[config.mk]
export PLATFORM = sky130hd
export DESIGN_NAME = address_clock_data_pin_mux
export DESIGN_NICKNAME = d
export VERILOG_FILES = /design/src/logic/pin_mux_pkg.sv /design/src/logic/address_clock_data_pin_mux.sv
export SDC_FILE = /design/constraint.sdc
export NUM_CORES = 1
export LEC_CHECK = 0
export BUFFER_PORTS_ARGS = -buffer_cell sky130_fd_sc_hd__clkbuf_2
export CAP_MARGIN = 5
export CORE_MARGIN = 1.5
export CORE_UTILIZATION = 40
export DETAILED_ROUTE_END_ITERATION = 10
export PLACE_DENSITY = 0.64
export SYNTH_ARGS = -nofsm -noshare
export SYNTH_HDL_FRONTEND = slang
export SYNTH_SLANG_ARGS = --single-unit
[constraint.sdc]
create_clock -name ref_clk -period 1.5 [get_ports ref_clk]
set_input_delay 0.3 -clock ref_clk [delete_from_list [all_inputs] [get_ports ref_clk]]
set_output_delay 0.3 -clock ref_clk [all_outputs]
set_load 0.01 [all_outputs]
[src/logic/pin_mux_pkg.sv]
/*
 Constants for the address, clock and data pin multiplexer: register
 indices, field positions, reset values and pin counts.
 Assumes one 16-bit register word per index on the plain register port.
*/
package pin_mux_pkg;

   // ------------------------------------------------------------------
   // geometry
   // ------------------------------------------------------------------
   localparam int          REG_W      = 16;
   localparam int          PB_PINS    = 4;
   localparam int          PF_PINS    = 7;
   localparam int          PF_LSB     = 9;   // port F bit of the first pin
   localparam int          PF_MSB     = 15;

   // ------------------------------------------------------------------
   // register indices
   // ------------------------------------------------------------------
   localparam logic [7:0]  IDX_PB_DATA   = 8'h00;
   localparam logic [7:0]  IDX_PB_DIR    = 8'h01;
   localparam logic [7:0]  IDX_PB_PERIPH = 8'h02;
   localparam logic [7:0]  IDX_PB_PULLUP = 8'h03;
   localparam logic [7:0]  IDX_PB_IN     = 8'h04;
   localparam logic [7:0]  IDX_CLK_SEL   = 8'h05;
   localparam logic [7:0]  IDX_PF_DATA   = 8'h06;
   localparam logic [7:0]  IDX_PF_DIR    = 8'h07;
   localparam logic [7:0]  IDX_PF_PERIPH = 8'h08;
   localparam logic [7:0]  IDX_PF_PULLUP = 8'h09;
   localparam logic [7:0]  IDX_PF_IN     = 8'h0a;
   localparam logic [7:0]  IDX_BUS_CTRL  = 8'h0b;

   // ------------------------------------------------------------------
   // field positions and reset values
   // ------------------------------------------------------------------
   localparam int          DRIVE_SEL_BIT  = 0;
   localparam logic [3:0]  RST_PB_DATA    = 4'h0;
   localparam logic [3:0]  RST_PB_DIR     = 4'h0;
   localparam logic [3:0]  RST_PB_PERIPH  = 4'h0;
   localparam logic [3:0]  RST_PB_PULLUP  = 4'hf;
   localparam logic [3:0]  RST_CLK_SEL    = 4'h0;
   localparam logic [6:0]  RST_PF_DATA    = 7'h00;
   localparam logic [6:0]  RST_PF_DIR     = 7'h00;
   localparam logic [6:0]  RST_PF_PERIPH  = 7'h7f;
   localparam logic [6:0]  RST_PF_PULLUP  = 7'h7f;
   localparam logic        RST_DRIVE_SEL  = 1'b0;

endpackage : pin_mux_pkg

[src/logic/address_clock_data_pin_mux.sv]
/*
 Pin multiplexer for the four upper port B pins (general-purpose,
 upper address lines or clock monitors) and the seven shared port F pins
 (low data lines or general-purpose), with its configuration registers.
 Assumes the memory interface supplies address, data and an activity
 flag on ref_clk, and that pads resolve level from out and enable.
*/
// The register offsets and strobed register access were left to the implementer.
`timescale 1ns/100ps
module address_clock_data_pin_mux
#(
   parameter int ADDR_W = 8
)
(
   input  wire logic                             ref_clk,
   input  wire logic                             reset_n,
   // register port
   input  wire logic [ADDR_W-1:0]                reg_addr,
   input  wire logic [pin_mux_pkg::REG_W-1:0]    reg_wr_data,
   input  wire logic                             reg_wr_en,
   input  wire logic                             reg_rd_en,
   output logic      [pin_mux_pkg::REG_W-1:0]    reg_rd_data,
   // memory interface side
   input  wire logic [pin_mux_pkg::PB_PINS-1:0]  upper_address_lines,
   input  wire logic [pin_mux_pkg::PF_PINS-1:0]  low_data_lines,
   input  wire logic                             ext_data_write,
   input  wire logic                             ext_bus_active,
   output logic      [pin_mux_pkg::PF_PINS-1:0]  low_data_in,
   output logic                                  ext_ctrl_oe,
   // clocks offered for monitoring
   input  wire logic                             prescaler_clock,
   input  wire logic                             system_clock_primary,
   input  wire logic                             system_clock_secondary,
   input  wire logic                             oscillator_clock,
   // upper port B pads
   input  wire logic [pin_mux_pkg::PB_PINS-1:0]  pb_pin_in,
   output logic      [pin_mux_pkg::PB_PINS-1:0]  pb_pin_out,
   output logic      [pin_mux_pkg::PB_PINS-1:0]  pb_pin_oe,
   output logic      [pin_mux_pkg::PB_PINS-1:0]  pb_pullup_on,
   // shared port F pads
   input  wire logic [pin_mux_pkg::PF_PINS-1:0]  pf_pin_in,
   output logic      [pin_mux_pkg::PF_PINS-1:0]  pf_pin_out,
   output logic      [pin_mux_pkg::PF_PINS-1:0]  pf_pin_oe,
   output logic      [pin_mux_pkg::PF_PINS-1:0]  pf_pullup_on
);
   import pin_mux_pkg::*;

   // ------------------------------------------------------------------
   // elaboration check
   // ------------------------------------------------------------------
   if (ADDR_W < 4 || ADDR_W > 8)
   begin : g_bad_addr_w
      $error("ADDR_W must lie between 4 and 8");
   end

   // ------------------------------------------------------------------
   // registers
   // ------------------------------------------------------------------
   logic [PB_PINS-1:0]  pb_data_ff,    nxt_pb_data;
   logic [PB_PINS-1:0]  pb_dir_ff,     nxt_pb_dir;
   logic [PB_PINS-1:0]  pb_periph_ff,  nxt_pb_periph;
   logic [PB_PINS-1:0]  pb_pullup_ff,  nxt_pb_pullup;
   logic [PB_PINS-1:0]  clk_sel_ff,    nxt_clk_sel;
   logic [PF_PINS-1:0]  pf_data_ff,    nxt_pf_data;
   logic [PF_PINS-1:0]  pf_dir_ff,     nxt_pf_dir;
   logic [PF_PINS-1:0]  pf_periph_ff,  nxt_pf_periph;
   logic [PF_PINS-1:0]  pf_pullup_ff,  nxt_pf_pullup;
   logic                drive_sel_ff,  nxt_drive_sel;
   logic [REG_W-1:0]    rd_data_ff,    nxt_rd_data;
   logic [PB_PINS-1:0]  pb_meta_ff,    pb_sync_ff;
   logic [PF_PINS-1:0]  pf_meta_ff,    pf_sync_ff;
   logic [7:0]          idx;
   logic [PB_PINS-1:0]  clk_src;
   logic                bus_drive;

   // short addresses are zero-extended so the index compare stays 8 bits
   assign idx = 8'(reg_addr);

   // write decode: one register per index, other bits ignored
   always_comb
   begin
      nxt_pb_data   = pb_data_ff;
      nxt_pb_dir    = pb_dir_ff;
      nxt_pb_periph = pb_periph_ff;
      nxt_pb_pullup = pb_pullup_ff;
      nxt_clk_sel   = clk_sel_ff;
      nxt_pf_data   = pf_data_ff;
      nxt_pf_dir    = pf_dir_ff;
      nxt_pf_periph = pf_periph_ff;
      nxt_pf_pullup = pf_pullup_ff;
      nxt_drive_sel = drive_sel_ff;
      if (reg_wr_en)
      begin
         case (idx)
            IDX_PB_DATA:   nxt_pb_data   = reg_wr_data[PB_PINS-1:0];
            IDX_PB_DIR:    nxt_pb_dir    = reg_wr_data[PB_PINS-1:0];
            IDX_PB_PERIPH: nxt_pb_periph = reg_wr_data[PB_PINS-1:0];
            IDX_PB_PULLUP: nxt_pb_pullup = reg_wr_data[PB_PINS-1:0];
            IDX_CLK_SEL:   nxt_clk_sel   = reg_wr_data[PB_PINS-1:0];
            IDX_PF_DATA:   nxt_pf_data   = reg_wr_data[PF_MSB:PF_LSB];
            IDX_PF_DIR:    nxt_pf_dir    = reg_wr_data[PF_MSB:PF_LSB];
            IDX_PF_PERIPH: nxt_pf_periph = reg_wr_data[PF_MSB:PF_LSB];
            IDX_PF_PULLUP: nxt_pf_pullup = reg_wr_data[PF_MSB:PF_LSB];
            IDX_BUS_CTRL:  nxt_drive_sel = reg_wr_data[DRIVE_SEL_BIT];
            default:       nxt_drive_sel = drive_sel_ff;
         endcase
      end
   end

   // read mux: data appear in the cycle after the strobe only
   always_comb
   begin
      nxt_rd_data = '0;
      if (reg_rd_en)
      begin
         case (idx)
            IDX_PB_DATA:   nxt_rd_data[PB_PINS-1:0] = pb_data_ff;
            IDX_PB_DIR:    nxt_rd_data[PB_PINS-1:0] = pb_dir_ff;
            IDX_PB_PERIPH: nxt_rd_data[PB_PINS-1:0] = pb_periph_ff;
            IDX_PB_PULLUP: nxt_rd_data[PB_PINS-1:0] = pb_pullup_ff;
            IDX_PB_IN:     nxt_rd_data[PB_PINS-1:0] = pb_sync_ff;
            IDX_CLK_SEL:   nxt_rd_data[PB_PINS-1:0] = clk_sel_ff;
            IDX_PF_DATA:   nxt_rd_data[PF_MSB:PF_LSB] = pf_data_ff;
            IDX_PF_DIR:    nxt_rd_data[PF_MSB:PF_LSB] = pf_dir_ff;
            IDX_PF_PERIPH: nxt_rd_data[PF_MSB:PF_LSB] = pf_periph_ff;
            IDX_PF_PULLUP: nxt_rd_data[PF_MSB:PF_LSB] = pf_pullup_ff;
            IDX_PF_IN:     nxt_rd_data[PF_MSB:PF_LSB] = pf_sync_ff;
            IDX_BUS_CTRL:  nxt_rd_data[DRIVE_SEL_BIT] = drive_sel_ff;
            default:       nxt_rd_data = '0;
         endcase
      end
   end

   // configuration and read-back registers
   always_ff @(posedge ref_clk or negedge reset_n)
   begin
      if (!reset_n)
      begin
         pb_data_ff   <= RST_PB_DATA;
         pb_dir_ff    <= RST_PB_DIR;
         pb_periph_ff <= RST_PB_PERIPH;
         pb_pullup_ff <= RST_PB_PULLUP;
         clk_sel_ff   <= RST_CLK_SEL;
         pf_data_ff   <= RST_PF_DATA;
         pf_dir_ff    <= RST_PF_DIR;
         pf_periph_ff <= RST_PF_PERIPH;
         pf_pullup_ff <= RST_PF_PULLUP;
         drive_sel_ff <= RST_DRIVE_SEL;
         rd_data_ff   <= '0;
      end
      else
      begin
         pb_data_ff   <= nxt_pb_data;
         pb_dir_ff    <= nxt_pb_dir;
         pb_periph_ff <= nxt_pb_periph;
         pb_pullup_ff <= nxt_pb_pullup;
         clk_sel_ff   <= nxt_clk_sel;
         pf_data_ff   <= nxt_pf_data;
         pf_dir_ff    <= nxt_pf_dir;
         pf_periph_ff <= nxt_pf_periph;
         pf_pullup_ff <= nxt_pf_pullup;
         drive_sel_ff <= nxt_drive_sel;
         rd_data_ff   <= nxt_rd_data;
      end
   end

   assign reg_rd_data = rd_data_ff;

   // ------------------------------------------------------------------
   // pad input synchronisers
   // ------------------------------------------------------------------
   // pads are asynchronous to ref_clk; the first stage feeds only the second
   always_ff @(posedge ref_clk or negedge reset_n)
   begin
      if (!reset_n)
      begin
         pb_meta_ff <= '0;
         pb_sync_ff <= '0;
         pf_meta_ff <= '0;
         pf_sync_ff <= '0;
      end
      else
      begin
         pb_meta_ff <= pb_pin_in;
         pb_sync_ff <= pb_meta_ff;
         pf_meta_ff <= pf_pin_in;
         pf_sync_ff <= pf_meta_ff;
      end
   end

   // read data seen by the memory interface costs two cycles of latency
   assign low_data_in = pf_sync_ff;

   // ------------------------------------------------------------------
   // pad multiplexers
   // ------------------------------------------------------------------
   // lines are held driven while idle only when drive select is set
   assign bus_drive   = ext_bus_active | drive_sel_ff;
   assign ext_ctrl_oe = bus_drive;

   // monitor clocks pass without flops; registering would alias them
   assign clk_src = {oscillator_clock, system_clock_secondary,
                     system_clock_primary, prescaler_clock};

   // one pin per iteration; general-purpose wins while periph bit clear
   for (genvar i = 0; i < PB_PINS; i++)
   begin : g_pb
      always_comb
      begin
         if (!pb_periph_ff[i])
         begin
            pb_pin_out[i] = pb_data_ff[i];
            pb_pin_oe[i]  = pb_dir_ff[i];
         end
         else if (clk_sel_ff[i])
         begin
            pb_pin_out[i] = clk_src[i];
            pb_pin_oe[i]  = 1'b1;
         end
         else
         begin
            pb_pin_out[i] = upper_address_lines[i];
            pb_pin_oe[i]  = bus_drive;
         end
      end
      assign pb_pullup_on[i] = pb_pullup_ff[i];
   end

   // data lines drive on writes; an idle bus floats them unless held
   for (genvar j = 0; j < PF_PINS; j++)
   begin : g_pf
      always_comb
      begin
         if (pf_periph_ff[j])
         begin
            pf_pin_out[j] = low_data_lines[j];
            pf_pin_oe[j]  = ext_bus_active ? ext_data_write
                                           : drive_sel_ff;
         end
         else
         begin
            pf_pin_out[j] = pf_data_ff[j];
            pf_pin_oe[j]  = pf_dir_ff[j];
         end
      end
      assign pf_pullup_on[j] = pf_pullup_ff[j];
   end
endmodule : address_clock_data_pin_mux

* After elaboration in Yosys (flattened, before gate mapping)
Cells that the tools add are included.
** Word-level totals
- Flip-flop bits (word level) :: 87
- Input bits :: 56
- Output and inout port bits :: 57
- Logic and storage cells :: 73
** Operators by class
- Equal/unequal tests :: 11
- Multiplexer cells :: 35
- Bitwise gates (word level) :: 1
- Reduce and logical (&&, ||, !) cells :: 11
** Operators by type and width (number)
- 7-bit one-hot mux with 5 select lines :: 1
- 8-bit by 3-bit equality test with 1-bit output, second input constant :: 4
- 8-bit by 4-bit equality test with 1-bit output, second input constant :: 4
- 1-bit two-way mux :: 31
- 2-bit AND reduction :: 10
- 3-bit one-hot mux with 6 select lines :: 1
- 8-bit by 2-bit equality test with 1-bit output, second input constant :: 2
- 16-bit two-way mux :: 1
- 8-bit by 1-bit equality test with 1-bit output, second input constant :: 1
- 8-bit zero test :: 1
- 1-bit one-hot mux with 7 select lines :: 1
- 1-bit bitwise OR :: 1

* Longest topological paths before layout
Gate-level depths: netlist of the first run.
- Depth in word-level cells :: 3
- Depth in mapped cells :: 6
- Mapped depth without buffers :: 4

* Worst setup path before layout of the first run
Ideal clock, no wire load.
- Path type :: input to register
- Start :: input port reg_addr[5]
- End :: register pb_dir_ff[0]
- Setup time :: 0.125 ns
- Arrival :: 1.747 ns
- Data required time :: 1.375 ns
- Path slack :: -0.372 ns
- Stages :: 4
- Path buffers :: 1
- Cell sequence :: or4_4 > or4_1 > buf_2 > mux2_4
** On the way
- Longest elaborated chain between the ends :: 2
** Ends and longest elaborated chain
- start: declaration :: RTL line address_clock_data_pin_mux.sv:18 : input wire logic [ADDR_W-1:0] reg_addr,
- 8-bit by 1-bit equality test with 1-bit output :: RTL line address_clock_data_pin_mux.sv:94 : case (idx)
- 2-bit AND reduction (no source line)
- end signal: assignment :: RTL line address_clock_data_pin_mux.sv:154 : pb_dir_ff <= nxt_pb_dir;
- end: declaration :: RTL line address_clock_data_pin_mux.sv:60 : logic [PB_PINS-1:0] pb_dir_ff, nxt_pb_dir;
No other way between the ends.
A chain may end at the register's enable or synchronous reset.

* Final worst setup path of the first run
- Start :: register pf_periph_ff[0]
- End :: output port pf_pin_out[0] (netlist bit)
** On the way
- Longest elaborated chain between the ends :: 1
** Ends and longest elaborated chain
- start: declaration :: RTL line address_clock_data_pin_mux.sv:66 : logic [PF_PINS-1:0] pf_periph_ff, nxt_pf_periph;
- start signal: assignment :: RTL line address_clock_data_pin_mux.sv:160 : pf_periph_ff <= nxt_pf_periph;
- 1-bit two-way mux :: RTL line address_clock_data_pin_mux.sv:234 : if (pf_periph_ff[j])
- end: declaration :: RTL line address_clock_data_pin_mux.sv:42 : output logic [pin_mux_pkg::PF_PINS-1:0] pf_pin_out,
No other way between the ends.

==> metrics, run 1 <==
register area=a little over 2000 sq um; CP max-delay cell=dfstp_2; die width=99.3 um; Post-Syn Area=3710 sq um; initial antenna violation count=0; clk sink count=82; post-synthesis cell type count=42; CP delay by family, top=flip-flops; CTS Buffer Depth=2; RSZ-0062 raised after global routing=true; clock-pin slew on the worst setup and hold paths=0.09 ns; clock buffer count from CTS=9; CP Buf/Inv Count=1; pin count of the biggest net entering global routing=83; vias in the first global route=2904; TritonCTS clock tree=done; CP max FO=5; fmax=~590 MHz; Slew Limit Headroom=0.512; fillers=748; CP max stage delay=0.61 ns; final setup fails=35; cells along the critical path=mux2_4, buf_6; Synth-to-Final Area Change=43.5%; Congestion Overflow GR=0; Pleak=2.58 nW; drt wl/cell=around 17 um; layout cells sized above 1=0.630; Worst setup EP type=primary output; DP Cell Count=about 530; Routed Wire Length=9710 um; Seq/Total Area, Yosys=0.559; Hold Crit Class=in2reg; commonest non-fill, non-tap cell in the layout=clkbuf_2; worst setup margin=-0.197 ns; Iter 0 DRT Violations=around 160; failing checks=setup timing; status=finished with violations; core area=8850 sq um; DRC=0; Ports=113; Max Cap Viol=0; Initial Util=0.419; Die Ht=99.3 um; Peak supply drop=0.000470 V; pre-CTS WS=-0.475 ns; DR pass1 iterations=4; Max Slew Vio Count=0; WP data required=around 1.2 ns; setup_tns=-4.13 ns; Ys Warns=0; P per Cell Area=slightly below 900 nW/um^2; routed vias=2933; post-synthesis cell count=291; FP Rows=34; final hold vios=0; H-tree lvl count=3; startpoint types=flip-flop; final period utilization=1.13; total power=about 4.7 mW; post-route cell area=~5300 sq um; average size of a mapped cell=12.8 sq um; skew final=0.0116 ns; Area after DPL=roughly 4700 sq um; global-route wire length before repair=15000 um; NumNets Final=508; Least-Margin Pin Slew=around 0.73 ns; ant diodes=0; Detailed Place HPWL=6840 um; die footprint=9860 sq um; Crit path arrival time=~1.4 ns; most frequent cells in the layout=86 x clkbuf_2, 64 x dfrtp_1, 46 x buf_4, 45 x mux2_2, 23 x nor2_1; IO buf count=102; post-route minimum period=1.70 ns; synthesized flop and latch total=between 80 and 90; area of the multi-input gates=1770 sq um; RD Place Congestion=between 0.8 and 0.9; fin cells=565; total track usage=0.198; vias per cell=5.19; Setup CP Type=reg2out; post-route ant nets=0; Worst-Skew Late Latency=approximately 0.35 ns; root buffer cell=clkbuf_8
==> metal layers <==
metal,vias to the layer above,GRT usage,routed length (um)
li1,1388,-,-
met1,1445,0.276,4400
met2,90,0.312,4750
met3,10,0.0379,424
met4,0,0.0704,135
met5,-,0,0
==> worst register-to-register path: stages (launching register included) <==
cell      delay, ns
dfrtp_1        0.37
or3b_2         0.44
a21oi_1        0.15
a211oi_1       0.09
nor3_1         0.21
==> what timing repair did <==
action,4_1_cts,5_1_grt
pin swaps,11,11
hold buffers,1,0
hold endpoints to repair,64,0
gates cloned,0,0
gates resized for setup,23,51
setup endpoints to repair,47,78
setup buffers,10,11
==> state kept, by name, summed over array words and instances (netlist names), 7 cells and up <==
register      cells
low_data_in       7
pf_data_ff        7
pf_meta_ff        7
reg_rd_data      11
pf_periph_ff      7
pf_pullup_on      7
pf_dir_ff         7
==> where the power goes <==
group	switching (mW)	internal (mW)	total (mW)
clock	0.811	0.773	1.58
sequential	0.0777	2.32	2.40
combinational	0.329	0.363	0.693
total	1.22	3.46	4.68
==> final timing paths <==
check | slack (ns) | cells after the start | endpoint | from
max in group asynchronous | 0.61 | 3 | pf_periph_ff[6] | reset_n
worst min register to register | 0.35 | 0 | pb_sync_ff[1] | pb_meta_ff[1]
worst max register to register | 0.15 | 4 | reg_rd_data[1] | pb_data_ff[1]
min in group asynchronous | 0.50 | 3 | pf_meta_ff[3] | reset_n
worst max-delay path | -0.20 | 2 | pf_pin_out[0] | pf_periph_ff[0]
worst min-delay path | 0.05 | 1 | pb_meta_ff[3] | pb_pin_in[3]
==> cells by family after synthesis <==
| group | count (synthesis) | share of synthesized area |
|---|---|---|
| buffers and inverters | 18 | 0.0239 |
| and+or+nand+nor | 75 | 0.109 |
| DFF | 82 | 0.559 |
| other | 1 | 0.00101 |
| AOI/OAI and AO/OA | 41 | 0.0759 |
| muxes | 74 | 0.232 |
==> cell type report <==
type                    instances  share of cell area
multi-input cells             195               0.333
clock buffers                  10              0.0240
clock inverters                 6              0.0127
well taps                     108              0.0254
flip-flops and latches         82               0.389
repair buffers                162               0.214
inverters                       2             0.00141
==> per-stage QoR <==
| step | utilization | hold WS (ns) |
|---|---|---|
| 6_report | 0.602 | 0.0482 |
| 3_3_place_gp | 0.528 | 0.332 |
| 2_1_floorplan | - | 0.00441 |
| 3_5_place_dp | 0.528 | 0.335 |
| 4_1_cts | 0.573 | 0.0354 |
| 5_1_grt | 0.602 | 0.0324 |
==> cell usage after synthesis (all sizes together) <==
master | instances | share of area
a211oi | 1 | 0.0020
a21boi | 2 | 0.0040
a21oi | 17 | 0.023
a221o | 1 | 0.0027
a221oi | 12 | 0.028
a22oi | 1 | 0.0020
a31o | 1 | 0.0024
a31oi | 3 | 0.0051
and3 | 1 | 0.0017
buf | 9 | 0.015
clkbuf | 7 | 0.0071
conb | 1 | 0.0010
dfrtp | 64 | 0.43
dfstp | 18 | 0.13
inv | 2 | 0.0020
mux2 | 63 | 0.20
mux2i | 9 | 0.024
mux4 | 2 | 0.012
nand2 | 11 | 0.012
nand2b | 2 | 0.0034
nand3 | 4 | 0.0054
nand3b | 4 | 0.0081
nand4 | 2 | 0.0034
nor2 | 28 | 0.030
nor2b | 2 | 0.0034
nor3 | 3 | 0.0054
nor3b | 9 | 0.018
nor4 | 2 | 0.0034
o21ai | 1 | 0.0013
o32a | 1 | 0.0027
o32ai | 1 | 0.0024
or2 | 1 | 0.0017
or3 | 3 | 0.0051
or3b | 1 | 0.0024
or4 | 2 | 0.0051
(Power assumes the default switching activity.)
==> run 2: changes to the inputs <==
- clock period: 1.5 -> 1.6 ns (I/O delays scaled with it)
==> metrics, run 2 (synthesis results as in run 1) <==
status=finished with violations; failing checks=hold timing, setup timing; H-tree lvl count=3; fmax=~560 MHz; drt wl/cell=16.9 um; layout cells sized above 1=0.610; Hold Crit Class=in2async; skew final=0.00871 ns; Routed Wire Length=9430 um; most frequent cells in the layout=88 x clkbuf_2, 62 x dfrtp_1, 52 x mux2_2, 50 x buf_4, 21 x nor2_1; hold_ws=-0.0247 ns; Crit. Startpoint=drive_sel_ff; global-route wire length before repair=14900 um; NumNets Final=500; IO buf count=around 100; Die Ht=99.3 um; post-route minimum period=~1.8 ns; Worst-Skew Late Latency=0.34 ns; total track usage=0.197; clock-pin slew on the worst setup and hold paths=0.09 ns; RD Place Congestion=0.851; M2 GR Usage=0.312; initial antenna violation count=0; met1 Usage GRT=0.272; DR pass1 iterations=4; busiest grt layer=met2; Max Slew Vio Count=0; Initial Util=0.419; Iter 0 DRT Violations=roughly 120; clock buffer count from CTS=9; r2r setup slk=0.20 ns; ant diodes=0; worst setup margin=-0.185 ns; die footprint=~9900 sq um; Max Cap Viol=0; commonest non-fill, non-tap cell in the layout=clkbuf_2; max reg flops=11; hold_buf cts=0; root buffer cell=clkbuf_8; WP data required=1.28 ns; final period utilization=1.12; fin util=0.579; Setup CP Type=reg2out; clk sink count=82; final hold vios=7; Worst setup EP type=primary output; startpoint types=flip-flop; Crit path arrival time=1.47 ns; routed vias=2930; register area=2080 sq um; die width=around 99 um; Pleak=2.49 nW; final setup fails=19; FF-to-FF Start=pf_periph_ff[4]; CTS Buffer Depth=2; CP max FO=5; met3 Resource Use GR=0.0534; DRC=0; vias in the first global route=between 2000 and 3000; Congestion Overflow GR=0; Peak supply drop=0.000563 V; fillers=763; P per Cell Area=902 nW/um^2; pre-CTS WS=-0.394 ns; TritonCTS clock tree=done; area of the multi-input gates=1690 sq um; pin count of the biggest net entering global routing=83; Synth-to-Final Area Change=38.1%; vias per cell=5.26; FP Rows=34; post-route ant nets=0; core area=8850 sq um; Ports=113; Detailed Place HPWL=6680 um; RSZ-0062 raised after global routing=true
[run 2: changes by cell type in the layout (fill, tap and decap cells not counted), sizes merged]
cell         change
clkinv           -1
clkbuf           +3
buf              -9
clkinvlp         -2
bufinv           +2
dlygate4sd3      -1
[run 2: report_power, final]
part / switching [mW] / internal (mW)
Combinational: 0.296 / 0.314
Sequential: 0.0709 / 2.18
Clock: 0.729 / 1.04
Total: 1.10 / 3.53
[run 2: per-stage QoR]
stage                     area (sq um)  power (mW)  instances  TNS, ns
after detailed placement          4610        2.82        525   -19.84
after CTS                         5010        4.64        555    -1.82
after global placement            4610        2.81        525   -18.73
final                             5130        4.63        557    -1.91
after floorplan                   3770        2.53        295    -3.65
after global routing              5130        4.83        557    -3.29
[run 2: path summary, 6_finish.rpt]
path / endpoint / cells after the start
setup / recovery: pb_pin_oe[0] / 5
hold / removal: pf_meta_ff[6] / 2
setup reg to reg: reg_rd_data[13] / 6
hold reg to reg: pb_sync_ff[3] / 0
max in group asynchronous: pb_pullup_on[0] / 2
min in group ref_clk: pf_meta_ff[6] / 1
[run 2: critical path, cell delays in order (launching register included)]
cell and delay, ns:
dfrtp_1 0.41, buf_6 0.12, or2_4 0.29, nor2_4 0.09, a21oi_2 0.06, buf_2 0.15
[run 2: routing by layer]
layer / routed length [um] / vias up
met3: 484 / 2
li1: - / 1372
met2: 4540 / 87
met1: 4360 / 1469
met5: 0 / -
met4: 48 / 0
[run 2: cell type report]
cell class	instances	share of cell area
Clock buffer	11	0.0256
Multi-Input combinational cell	195	0.330
Inverter	2	0.00146
Tap cell	108	0.0264
Timing Repair Buffer	154	0.192
Sequential cell	82	0.405
Clock inverter	5	0.0203
[run 2: repair_timing]
action,4_1_cts,5_1_grt
pin swaps,7,8
resized for setup,11,36
cloned,0,0
endpoints found under the setup margin,25,43
setup buffers,14,2
